[src/hdl/ccu_cfg.svh]
// register offsets, field positions, reset values and encodings of the capture/compare unit
// assumes inclusion wherever the macros are read; the guard keeps one copy per unit
`ifndef CCU_CFG_SVH
`define CCU_CFG_SVH
// ****************
// register map (byte addresses)
// ****************
`define OFS_CTRL      6'h00
`define OFS_T12_PER   6'h04
`define OFS_T13_PER   6'h08
`define OFS_T12_CNT   6'h0c
`define OFS_T13_CNT   6'h10
`define OFS_CH_CFG    6'h14
`define OFS_CC0       6'h18
`define OFS_CC1       6'h1c
`define OFS_CC2       6'h20
`define OFS_CC3       6'h24
`define OFS_PATTERN   6'h28
`define OFS_MOD_SEL   6'h2c
`define OFS_STATUS    6'h30
`define OFS_MASK      6'h34
`define OFS_OUT       6'h38
// ****************
// field positions and values
// ****************
`define CTRL_RUN12    0
`define CTRL_RUN13    1
`define CFG_W         6
`define CFG_CAP_EN    0
`define CFG_EDGE_LO   1
`define CFG_CMP_LO    3
`define ST_CAP_LO     0
`define ST_CMP_LO     3
`define ST_W          7
`define PER_RST       16'hffff
`define ZERO16        16'h0000
`define ONE16         16'h0001
`define RD_DFLT       32'h0000_0000
`endif

[src/hdl/ccu_pkg.sv]
// types shared by the capture/compare unit
// assumes ccu_cfg.svh is on the include path
package ccu_pkg;
  `include "ccu_cfg.svh"
  typedef enum logic [1:0] {edge_rise, edge_fall, edge_both, edge_none} edge_sel_t;
  // five compare modes; 3'h6..3'h7 act as off
  typedef enum logic [2:0] {cmp_off, cmp_set, cmp_clear, cmp_toggle, cmp_pulse, cmp_pwm,
                            cmp_rsv6, cmp_rsv7} cmp_mode_t;
  typedef struct packed {
    cmp_mode_t cmp;
    edge_sel_t edge_sel;
    logic      cap_en;
  } ch_cfg_t;
  typedef struct packed {
    logic [5:0] addr;
    logic       read;
    logic       write;
    logic [31:0] wdata;
  } bus_req_t;
endpackage

[src/hdl/capture_compare_unit.sv]
// capture/compare unit: channel timer with three capture/compare channels,
// compare-only timer with one compare channel, and a pattern output unit
// assumes cap_in synchronous-free pins, one clock, avalon-mm master keeps the request until waitrequest low
`include "ccu_cfg.svh"
module capture_compare_unit
  import ccu_pkg::*;
#(
  parameter int NCH = 3,
  parameter int TW  = 16,
  parameter int PW  = 6
)(
  input  wire logic            clock,
  input  wire logic            sys_rst,
  input  wire logic            clk_en,
  input  wire logic [5:0]      avs_address,
  input  wire logic            avs_read,
  input  wire logic            avs_write,
  input  wire logic [31:0]     avs_writedata,
  output logic      [31:0]     avs_readdata,
  output logic                 avs_waitrequest,
  input  wire logic [NCH-1:0]  cap_in,
  output logic      [NCH:0]    cmp_out,
  output logic      [PW-1:0]   pattern_out,
  output logic                 irq
);
  // ****************
  // register file state
  // ****************
  logic [1:0]                run_q;
  logic [TW-1:0]             t12_per_q, t13_per_q, t12_cnt_q, t13_cnt_q;
  ch_cfg_t [NCH-1:0]         cfg_q;
  logic [NCH:0][TW-1:0]      cc_q;
  logic [PW-1:0]             pat_q;
  logic [2*(NCH+1)-1:0]      mod_sel_q;
  logic [`ST_W-1:0]          status_q, mask_q;
  logic [NCH:0]              match;
  logic [NCH-1:0]            cap_evt;
  logic [NCH:0]              cap_hit;
  logic [NCH-1:0]            s1_q, s2_q, s3_q;
  logic                      ack_q;
  bus_req_t                  req;
  logic                      wr_go, rd_go;

  assign req   = '{addr: avs_address, read: avs_read, write: avs_write, wdata: avs_writedata};
  // one wait cycle: read data lands on the edge that sees the request, a write on the edge after
  assign wr_go = clk_en && req.write && ack_q;
  assign rd_go = clk_en && req.read && !ack_q;

  // ****************
  // bus handshake
  // ****************
  always_ff @(posedge clock)
  begin
    if (sys_rst)
      ack_q <= 1'b0;
    else if (clk_en)
      ack_q <= (req.read || req.write) && !ack_q;
  end

  always_ff @(posedge clock)
  begin
    if (sys_rst)
      avs_waitrequest <= 1'b1;
    else if (clk_en)
      avs_waitrequest <= !((req.read || req.write) && !ack_q);
  end

  // ****************
  // configuration writes
  // ****************
  always_ff @(posedge clock)
  begin
    if (sys_rst)
    begin
      run_q     <= '0;
      t12_per_q <= `PER_RST;
      t13_per_q <= `PER_RST;
      cfg_q     <= '0;
      pat_q     <= '0;
      mod_sel_q <= '0;
      mask_q    <= '0;
    end
    else if (wr_go)
    begin
      unique case (req.addr)
        `OFS_CTRL:    run_q     <= req.wdata[1:0];
        `OFS_T12_PER: t12_per_q <= req.wdata[TW-1:0];
        `OFS_T13_PER: t13_per_q <= req.wdata[TW-1:0];
        `OFS_CH_CFG:  cfg_q     <= req.wdata[NCH*`CFG_W-1:0];
        `OFS_PATTERN: pat_q     <= req.wdata[PW-1:0];
        `OFS_MOD_SEL: mod_sel_q <= req.wdata[2*(NCH+1)-1:0];
        `OFS_MASK:    mask_q    <= req.wdata[`ST_W-1:0];
        default:      ;
      endcase
    end
  end

  // ****************
  // timers
  // ****************
  always_ff @(posedge clock)
  begin
    if (sys_rst)
      t12_cnt_q <= `ZERO16;
    else if (clk_en && run_q[`CTRL_RUN12])
      t12_cnt_q <= (t12_cnt_q == t12_per_q) ? `ZERO16 : t12_cnt_q + `ONE16;
  end

  always_ff @(posedge clock)
  begin
    if (sys_rst)
      t13_cnt_q <= `ZERO16;
    else if (clk_en && run_q[`CTRL_RUN13])
      t13_cnt_q <= (t13_cnt_q == t13_per_q) ? `ZERO16 : t13_cnt_q + `ONE16;
  end

  // ****************
  // capture inputs
  // ****************
  // s1 only feeds s2; edges from s2 against s3
  always_ff @(posedge clock)
  begin
    if (sys_rst)
    begin
      s1_q <= '0;
      s2_q <= '0;
      s3_q <= '0;
    end
    else if (clk_en)
    begin
      s1_q <= cap_in;
      s2_q <= s1_q;
      s3_q <= s2_q;
    end
  end

  always_comb
  begin
    for (int i = 0; i < NCH; i++)
    begin
      unique case (cfg_q[i].edge_sel)
        edge_rise: cap_evt[i] = s2_q[i] && !s3_q[i];
        edge_fall: cap_evt[i] = !s2_q[i] && s3_q[i];
        edge_both: cap_evt[i] = s2_q[i] ^ s3_q[i];
        edge_none: cap_evt[i] = 1'b0;
      endcase
      cap_evt[i] = cap_evt[i] && cfg_q[i].cap_en && clk_en;
    end
  end

  // compare-only channel never sees a capture event
  assign cap_hit = {1'b0, cap_evt};

  // ****************
  // capture/compare values
  // ****************
  // capture wins over a software write of the same channel in the same cycle;
  // channel 3 belongs to the compare-only timer and has no capture path
  always_ff @(posedge clock)
  begin
    if (sys_rst)
      cc_q <= '0;
    else
    begin
      for (int i = 0; i <= NCH; i++)
      begin
        if (cap_hit[i])
          cc_q[i] <= t12_cnt_q;
        else if (wr_go && req.addr == `OFS_CC0 + 6'(4 * i))
          cc_q[i] <= req.wdata[TW-1:0];
      end
    end
  end

  // ****************
  // compare and output actions
  // ****************
  // last channel belongs to the compare-only timer and always runs pwm
  logic      [NCH:0][TW-1:0] cnt_of;
  cmp_mode_t [NCH:0]         mode_of;
  always_comb
  begin
    for (int i = 0; i < NCH; i++)
    begin
      cnt_of[i]  = t12_cnt_q;
      mode_of[i] = cfg_q[i].cmp;
    end
    cnt_of[NCH]  = t13_cnt_q;
    mode_of[NCH] = cmp_pwm;
  end

  always_comb
  begin
    for (int i = 0; i <= NCH; i++)
      match[i] = cnt_of[i] == cc_q[i];
  end

  // compare runs regardless of capture enable, so both work at once
  always_ff @(posedge clock)
  begin
    if (sys_rst)
      cmp_out <= '0;
    else if (clk_en)
    begin
      for (int i = 0; i <= NCH; i++)
      begin
        unique case (mode_of[i])
          cmp_set:    if (match[i]) cmp_out[i] <= 1'b1;
          cmp_clear:  if (match[i]) cmp_out[i] <= 1'b0;
          cmp_toggle: if (match[i]) cmp_out[i] <= !cmp_out[i];
          cmp_pulse:  cmp_out[i] <= match[i];
          cmp_pwm:    cmp_out[i] <= cnt_of[i] < cc_q[i];
          default:    cmp_out[i] <= 1'b0;
        endcase
      end
    end
  end

  // ****************
  // pattern unit
  // ****************
  // mod_sel low half enables channel outputs, high half inverts them; enabled ones are anded
  logic mod_sig;
  always_comb
  begin
    mod_sig = 1'b1;
    for (int i = 0; i <= NCH; i++)
      if (mod_sel_q[i])
        mod_sig = mod_sig && (cmp_out[i] ^ mod_sel_q[NCH + 1 + i]);
  end

  always_ff @(posedge clock)
  begin
    if (sys_rst)
      pattern_out <= '0;
    else if (clk_en)
      pattern_out <= pat_q & {PW{mod_sig}};
  end

  // ****************
  // interrupts
  // ****************
  // set beats a write-one clear in the same cycle
  logic [`ST_W-1:0] st_set, st_clr;
  always_comb
  begin
    st_set = '0;
    st_set[`ST_CAP_LO +: NCH]   = cap_evt;
    st_set[`ST_CMP_LO +: NCH+1] = match & {(NCH+1){clk_en}};
    st_clr = (wr_go && req.addr == `OFS_STATUS) ? req.wdata[`ST_W-1:0] : '0;
  end

  always_ff @(posedge clock)
  begin
    if (sys_rst)
      status_q <= '0;
    else
      status_q <= (status_q & ~st_clr) | st_set;
  end

  always_ff @(posedge clock)
  begin
    if (sys_rst)
      irq <= 1'b0;
    else if (clk_en)
      irq <= |(status_q & mask_q);
  end

  // ****************
  // read data
  // ****************
  always_ff @(posedge clock)
  begin
    if (sys_rst)
      avs_readdata <= `RD_DFLT;
    else if (rd_go)
    begin
      avs_readdata <= `RD_DFLT;
      unique case (req.addr)
        `OFS_CTRL:    avs_readdata[1:0]             <= run_q;
        `OFS_T12_PER: avs_readdata[TW-1:0]          <= t12_per_q;
        `OFS_T13_PER: avs_readdata[TW-1:0]          <= t13_per_q;
        `OFS_T12_CNT: avs_readdata[TW-1:0]          <= t12_cnt_q;
        `OFS_T13_CNT: avs_readdata[TW-1:0]          <= t13_cnt_q;
        `OFS_CH_CFG:  avs_readdata[NCH*`CFG_W-1:0]  <= cfg_q;
        `OFS_CC0:     avs_readdata[TW-1:0]          <= cc_q[0];
        `OFS_CC1:     avs_readdata[TW-1:0]          <= cc_q[1];
        `OFS_CC2:     avs_readdata[TW-1:0]          <= cc_q[2];
        `OFS_CC3:     avs_readdata[TW-1:0]          <= cc_q[3];
        `OFS_PATTERN: avs_readdata[PW-1:0]          <= pat_q;
        `OFS_MOD_SEL: avs_readdata[2*(NCH+1)-1:0]   <= mod_sel_q;
        `OFS_STATUS:  avs_readdata[`ST_W-1:0]       <= status_q;
        `OFS_MASK:    avs_readdata[`ST_W-1:0]       <= mask_q;
        `OFS_OUT:     avs_readdata[NCH:0]           <= cmp_out;
        default:      ;
      endcase
    end
  end

  // ****************
  // checks
  // ****************
  property p_capture_latch;
    @(posedge clock) disable iff (sys_rst)
    cap_evt[0] |=> cc_q[0] == $past(t12_cnt_q);
  endproperty
  a_capture_latch: assert property (p_capture_latch) else $error("capture value wrong");

  property p_capture_irq;
    @(posedge clock) disable iff (sys_rst)
    cap_evt[1] |=> status_q[`ST_CAP_LO + 1];
  endproperty
  a_capture_irq: assert property (p_capture_irq) else $error("capture flag not set");

  property p_rise_only;
    @(posedge clock) disable iff (sys_rst)
    (cfg_q[0].edge_sel == edge_rise && cap_evt[0] && $past(clk_en) && $past(clk_en, 2) && $past(clk_en, 3))
      |-> $past(cap_in[0], 2) && !$past(cap_in[0], 3);
  endproperty
  a_rise_only: assert property (p_rise_only) else $error("rising capture on wrong edge");

  property p_set_mode;
    @(posedge clock) disable iff (sys_rst)
    (clk_en && cfg_q[0].cmp == cmp_set && match[0]) |=> cmp_out[0];
  endproperty
  a_set_mode: assert property (p_set_mode) else $error("set on match missing");

  property p_toggle_mode;
    @(posedge clock) disable iff (sys_rst)
    (clk_en && cfg_q[1].cmp == cmp_toggle && match[1]) |=> cmp_out[1] != $past(cmp_out[1]);
  endproperty
  a_toggle_mode: assert property (p_toggle_mode) else $error("toggle on match missing");

  property p_compare_flag;
    @(posedge clock) disable iff (sys_rst)
    (clk_en && t13_cnt_q == cc_q[NCH]) |=> status_q[`ST_CMP_LO + NCH];
  endproperty
  a_compare_flag: assert property (p_compare_flag) else $error("compare flag missed");

  property p_no_cap_t13;
    @(posedge clock) disable iff (sys_rst)
    !(wr_go && req.addr == `OFS_CC3) |=> $stable(cc_q[NCH]);
  endproperty
  a_no_cap_t13: assert property (p_no_cap_t13) else $error("compare-only channel changed");

  property p_irq_level;
    @(posedge clock) disable iff (sys_rst)
    (clk_en && |(status_q & mask_q)) |=> irq;
  endproperty
  a_irq_level: assert property (p_irq_level) else $error("interrupt not raised");

  property p_pattern_gate;
    @(posedge clock) disable iff (sys_rst)
    (clk_en && !mod_sig) |=> pattern_out == '0;
  endproperty
  a_pattern_gate: assert property (p_pattern_gate) else $error("pattern not gated");
endmodule

[config.mk]
export PLATFORM = sky130hd
export DESIGN_NAME = capture_compare_unit
export DESIGN_NICKNAME = d
export VERILOG_FILES = /design/src/hdl/ccu_pkg.sv /design/src/hdl/capture_compare_unit.sv
export VERILOG_INCLUDE_DIRS = /design/src /design/src/hdl
export SDC_FILE = /design/constraint.sdc
export NUM_CORES = 1
export LEC_CHECK = 0
export ABC_AREA = 1
export ABC_CLOCK_PERIOD_IN_PS = 4300
export BUFFER_PORTS_ARGS = -buffer_cell sky130_fd_sc_hd__buf_2
export CORE_UTILIZATION = 30
export DETAILED_ROUTE_END_ITERATION = 12
export SLEW_MARGIN = 20
export SYNTH_ARGS = -nofsm -noshare
export SYNTH_HDL_FRONTEND = slang
export SYNTH_SLANG_ARGS = --single-unit
[constraint.sdc]
create_clock -name clock -period 4.3 [get_ports clock]
set_input_delay 0.86 -clock clock [delete_from_list [all_inputs] [get_ports clock]]
set_output_delay 0.86 -clock clock [all_outputs]
set_load 0.02 [all_outputs]
==> results.md <==
- For this design the ratio of total power to cell area is 328.6 nW/um2.
- The total of max-cap violations is 0.
- Routability-driven placement finished with a final weighted congestion of approximately 0.98.
- After detailed routing, the total wire length is approximately 45,000 um.
- Sorting the synthesized cells by area gives the leading types as dfxtp_1 (35%), nand2_1 (12%), ha_1 (7.2%), o21ai_0 (6.9%), a21oi_1 (6.7%).
- Summing the areas of all fa, ha and maj instances in the mapped netlist gives just over 7% of the synthesized area.
- Buffers inserted to repair hold after CTS numbered 0.
- After synthesis, the most frequently instantiated cells are nand2_1 (394), inv_1 (219), nor2_1 (217), dfxtp_1 (216), o21ai_0 (173).
- The number of standard cells in the layout, taps in and fillers out is around 2,400.
- The global routing stage identified its most utilized layer as met2.
- The die is just over 200 um tall.
- In this run the tightest slew margin relative to its limit is between 30 and 40%.
- The synthesized netlist contains 41 unique library cells.
- The count of final hold-check violations is 0.
- Detailed placement finished with a half-perimeter wire length of 33,710 um.
- The latest clock arrival within the worst-skew pair is 560 ps.
- 90 I/O pins were placed.
- In this run the core area contains 74 standard-cell rows.
- The number of endpoints failing setup at the final stage is 0.
- Counting every instance in the synthesized netlist gives around 1,900.
- The setup clock skew after layout is a little under 20 ps.
- The number of violations reported at the end of detailed-routing iteration 0 is around 1,100.
- The data arrival time of the critical path is 2950 ps.
- The run finished with clean final reports.
- In this run the standard cell core region covers ~41,000 um2.
- The clock drives 216 sinks.
- After detailed routing, the average wire length per cell comes to 18.47 um.
- The area after detailed placement is 13,150 um2.
- The maximum clock rate is just under 400 MHz.
- Dividing the detail-routed via count by the number of cells gives roughly 5.1.
- The layout-stage area growth over the synthesis result is 12.73%.
- The pin count of the biggest net entering global routing is 70.
- The top fanout value on the critical path is 15.
- The count of vias placed by the detailed router is roughly 12,000.
- The mux share of post-synthesis cell area is 0%.
- The width of the chip is just over 200 um.
- At the pin with the least slew margin, the transition time is 1043 ps.
- The startpoint identified for the worst register-to-register timing path is ack_q.
- For the finished layout, the period the worst path requires is ~2500 ps.
- Each instance of the synthesized netlist takes up on average between 6 and 7 um2.
- STA classifies the critical path endpoint as a flop.
- The number of antenna violations at the first check in global routing is 0.
- The starting density of the core is a little under a third.
- The global routing met3 resource utilization is around 2.5%.
- Registers take between 4000 and 5000 um2.
- The first global-routing pass estimated 67,370 um of wire.
- The port buffer count is between 60 and 70.
- The path class of the tightest hold or removal check is reg -> reg.
- The level count of the clock H-tree is 1.
- In the final timing run, aggregate negative setup slack is 0 ps.
- Once the clock tree was built, the resizer swapped 0 gates to a different size.
- Clock-pin slew was measured on the worst setup and hold paths at around 60 ps.
- The die covers ~42,000 um2.
- The synthesized-area fraction occupied by ao, oa, aoi and oai cells is approximately 19%.
- The share of layout cells above drive strength 1 is between 8 and 9%.
- TritonCTS built the clock tree.
- The max-slew violation count is 0.
- The number of nets in the layout is around 2,000.
- The overall fraction of global-route tracks in use is between 20% and 30%.
- The worst setup path is launched from an input pin.
- VDD sags by at most between 0.2 and 0.3 mV.
- The number of filler instances in the final layout is about 4,400.
- Buffers added to address setup during post-CTS repair amount to 0.
- With fillers left out, the area of the finished cells amounts to 14,060 um2.
- In this run the cell area of the synthesized design comes to 12,470 um2.
- The multi-input combinational cells in the finished layout cover a total of slightly below 7000 um2.
- The number of cells in the design after placement is 2,390.
- After global routing the overflow that remains totals 0.
- Of all flip-flops after synthesis, the portion carrying an async set or reset was 0%.
- In this run the static leakage power is 5.951 nW.
- Global routing used roughly a third of the available met2 tracks.
- The diode insertion count for antenna repair is 0.
- The remaining antenna violation count is 0.
- Across all hold checks on the routed design, the worst slack comes to ~460 ps.
- For this run, global-route usage on met1 was measured as approximately 28%.
- The startpoint of the tightest hold check path is avs_readdata[0].
- The synthesized netlist devotes approximately 2.4% of its cell area to XOR and XNOR gates.
- The number of warnings printed during yosys synthesis is 0.
- The synthesis-stage register bit count is 216.
- The via count of the first global-routing pass is about 11,000.
- The share of the synthesized area in the top cell type is between 30% and 40%.
- The DRC violations left is 0.
- The cell with the most instances after synthesis is nand2_1.
- The number of buffers created by CTS is 26.
- The number of enable flip-flop cells after synthesis is 0.
- Setup repair after global routing left no endpoint under its margin.
- After synthesis, the largest family of logic cells by area is simple AND/OR/NAND/NOR gates.
- The launch point of the critical path is avs_address[1].
- The most instantiated flip-flop cell in the synthesis netlist is dfxtp_1.
- The required time of the worst setup path is 4720 ps.
- The share of the clock period used by the worst path after layout is around three fifths.
- The classification of the worst setup path is in -> reg.
- The buffer levels on the longest clock path is 3.
- The basic-gate share of the synthesized area counting and, or, nand and nor cells is approximately 26%.
- The synthesized design spends more area on one cell type than any other, namely dfxtp_1.
- The detailed-routing iteration count for the pre-antenna-repair pass is 5.
- Sequential cells were found to cover 34.67% of the synthesized design area.
- The tree is rooted in a clkbuf_16.
cells by family (layout without fill, tap and decap cells):
kind of cell / Yosys count / after routing
xor+xnor: 34 / 34
buf+inv: 324 / 361
compound gates: 448 / 448
simple gates: 761 / 761
other cells: 1 / 14
flops: 216 / 216
fa+ha+maj: 72 / 72
stage by stage:
stage	power, W	setup slack (ps)	util, %
global route	0.004749	1597	34.36
detailed placement	0.002309	1216	32.13
finish	0.004621	1774	34.36
floorplan	0.002217	2209	-
global placement	0.002306	1244	32.13
CTS	0.004647	1787	34.36
layout make-up:
| cell class | count | area share [%] |
|---|---|---|
| well taps | 532 | 4.734 |
| clock buffers | 33 | 5.099 |
| inverters | 232 | 6.212 |
| repair buffers | 81 | 3.239 |
| flip-flops and latches | 216 | 30.76 |
| multi-input cells | 1329 | 48.58 |
| clock inverters | 15 | 1.379 |
per-layer routing:
layer	vias to the layer above	wire length, um
li1	6095	-
met1	5663	19740
met2	476	19820
met3	128	2952
met4	0	2531
met5	-	0
where the power goes:
| group | switching [W] | total, W | internal [W] |
|---|---|---|---|
| Clock | 0.000935 | 0.00235 | 0.00142 |
| Sequential | 0.0000121 | 0.00203 | 0.00202 |
| Combinational | 0.000184 | 0.000235 | 0.0000511 |
final timing paths:
kind                                         to  slack [ps]  depth (start not counted)
worst max-delay path                  cfg_q[12]        1770                          9
worst min-delay path            avs_readdata[0]         460                          2
worst max register to register         cc_q[44]        1920                          7
worst min register to register  avs_readdata[0]         460                          2
worst max-delay path, stage by stage:
cell,delay [ps]
buf_2,120
nor2_4,300
buf_4,260
nand3_1,100
buf_4,200
nor2_2,430
inv_1,320
o21ai_0,290
a21oi_1,60
registers in the layout, indices dropped and copies added, names as in the netlist, 4 cells and up:
signal,flops
avs_readdata,18
cc_q,64
cfg_q,18
cmp_out,4
mask_q,7
mod_sel_q,8
pat_q,6
pattern_out,6
status_q,7
t12_cnt_q,16
t12_per_q,16
t13_cnt_q,16
t13_per_q,16
placed cells by master, fill, tap and decap left out, drive strengths merged:
cell	netlist	final
clkinvlp	0	3
or2	1	1
conb	1	14
o21ai	206	206
nand3b	2	2
dfxtp	216	216
nand2	397	397
inv	227	227
xor2	23	23
bufinv	0	4
o21bai	3	3
a31oi	15	15
xnor2	11	11
a22o	1	1
a21oi	167	167
ha	72	72
nor2	234	234
buf	48	81
o211ai	33	33
clkbuf	44	33
clkinv	5	13
nand4	18	18
o21a	1	1
a21o	1	1
o22ai	15	15
nor3	13	13
a221oi	2	2
nand3	96	96
o2bb2ai	1	1
a211oi	3	3
No activity file was read; power rests on OpenSTA's default activity.
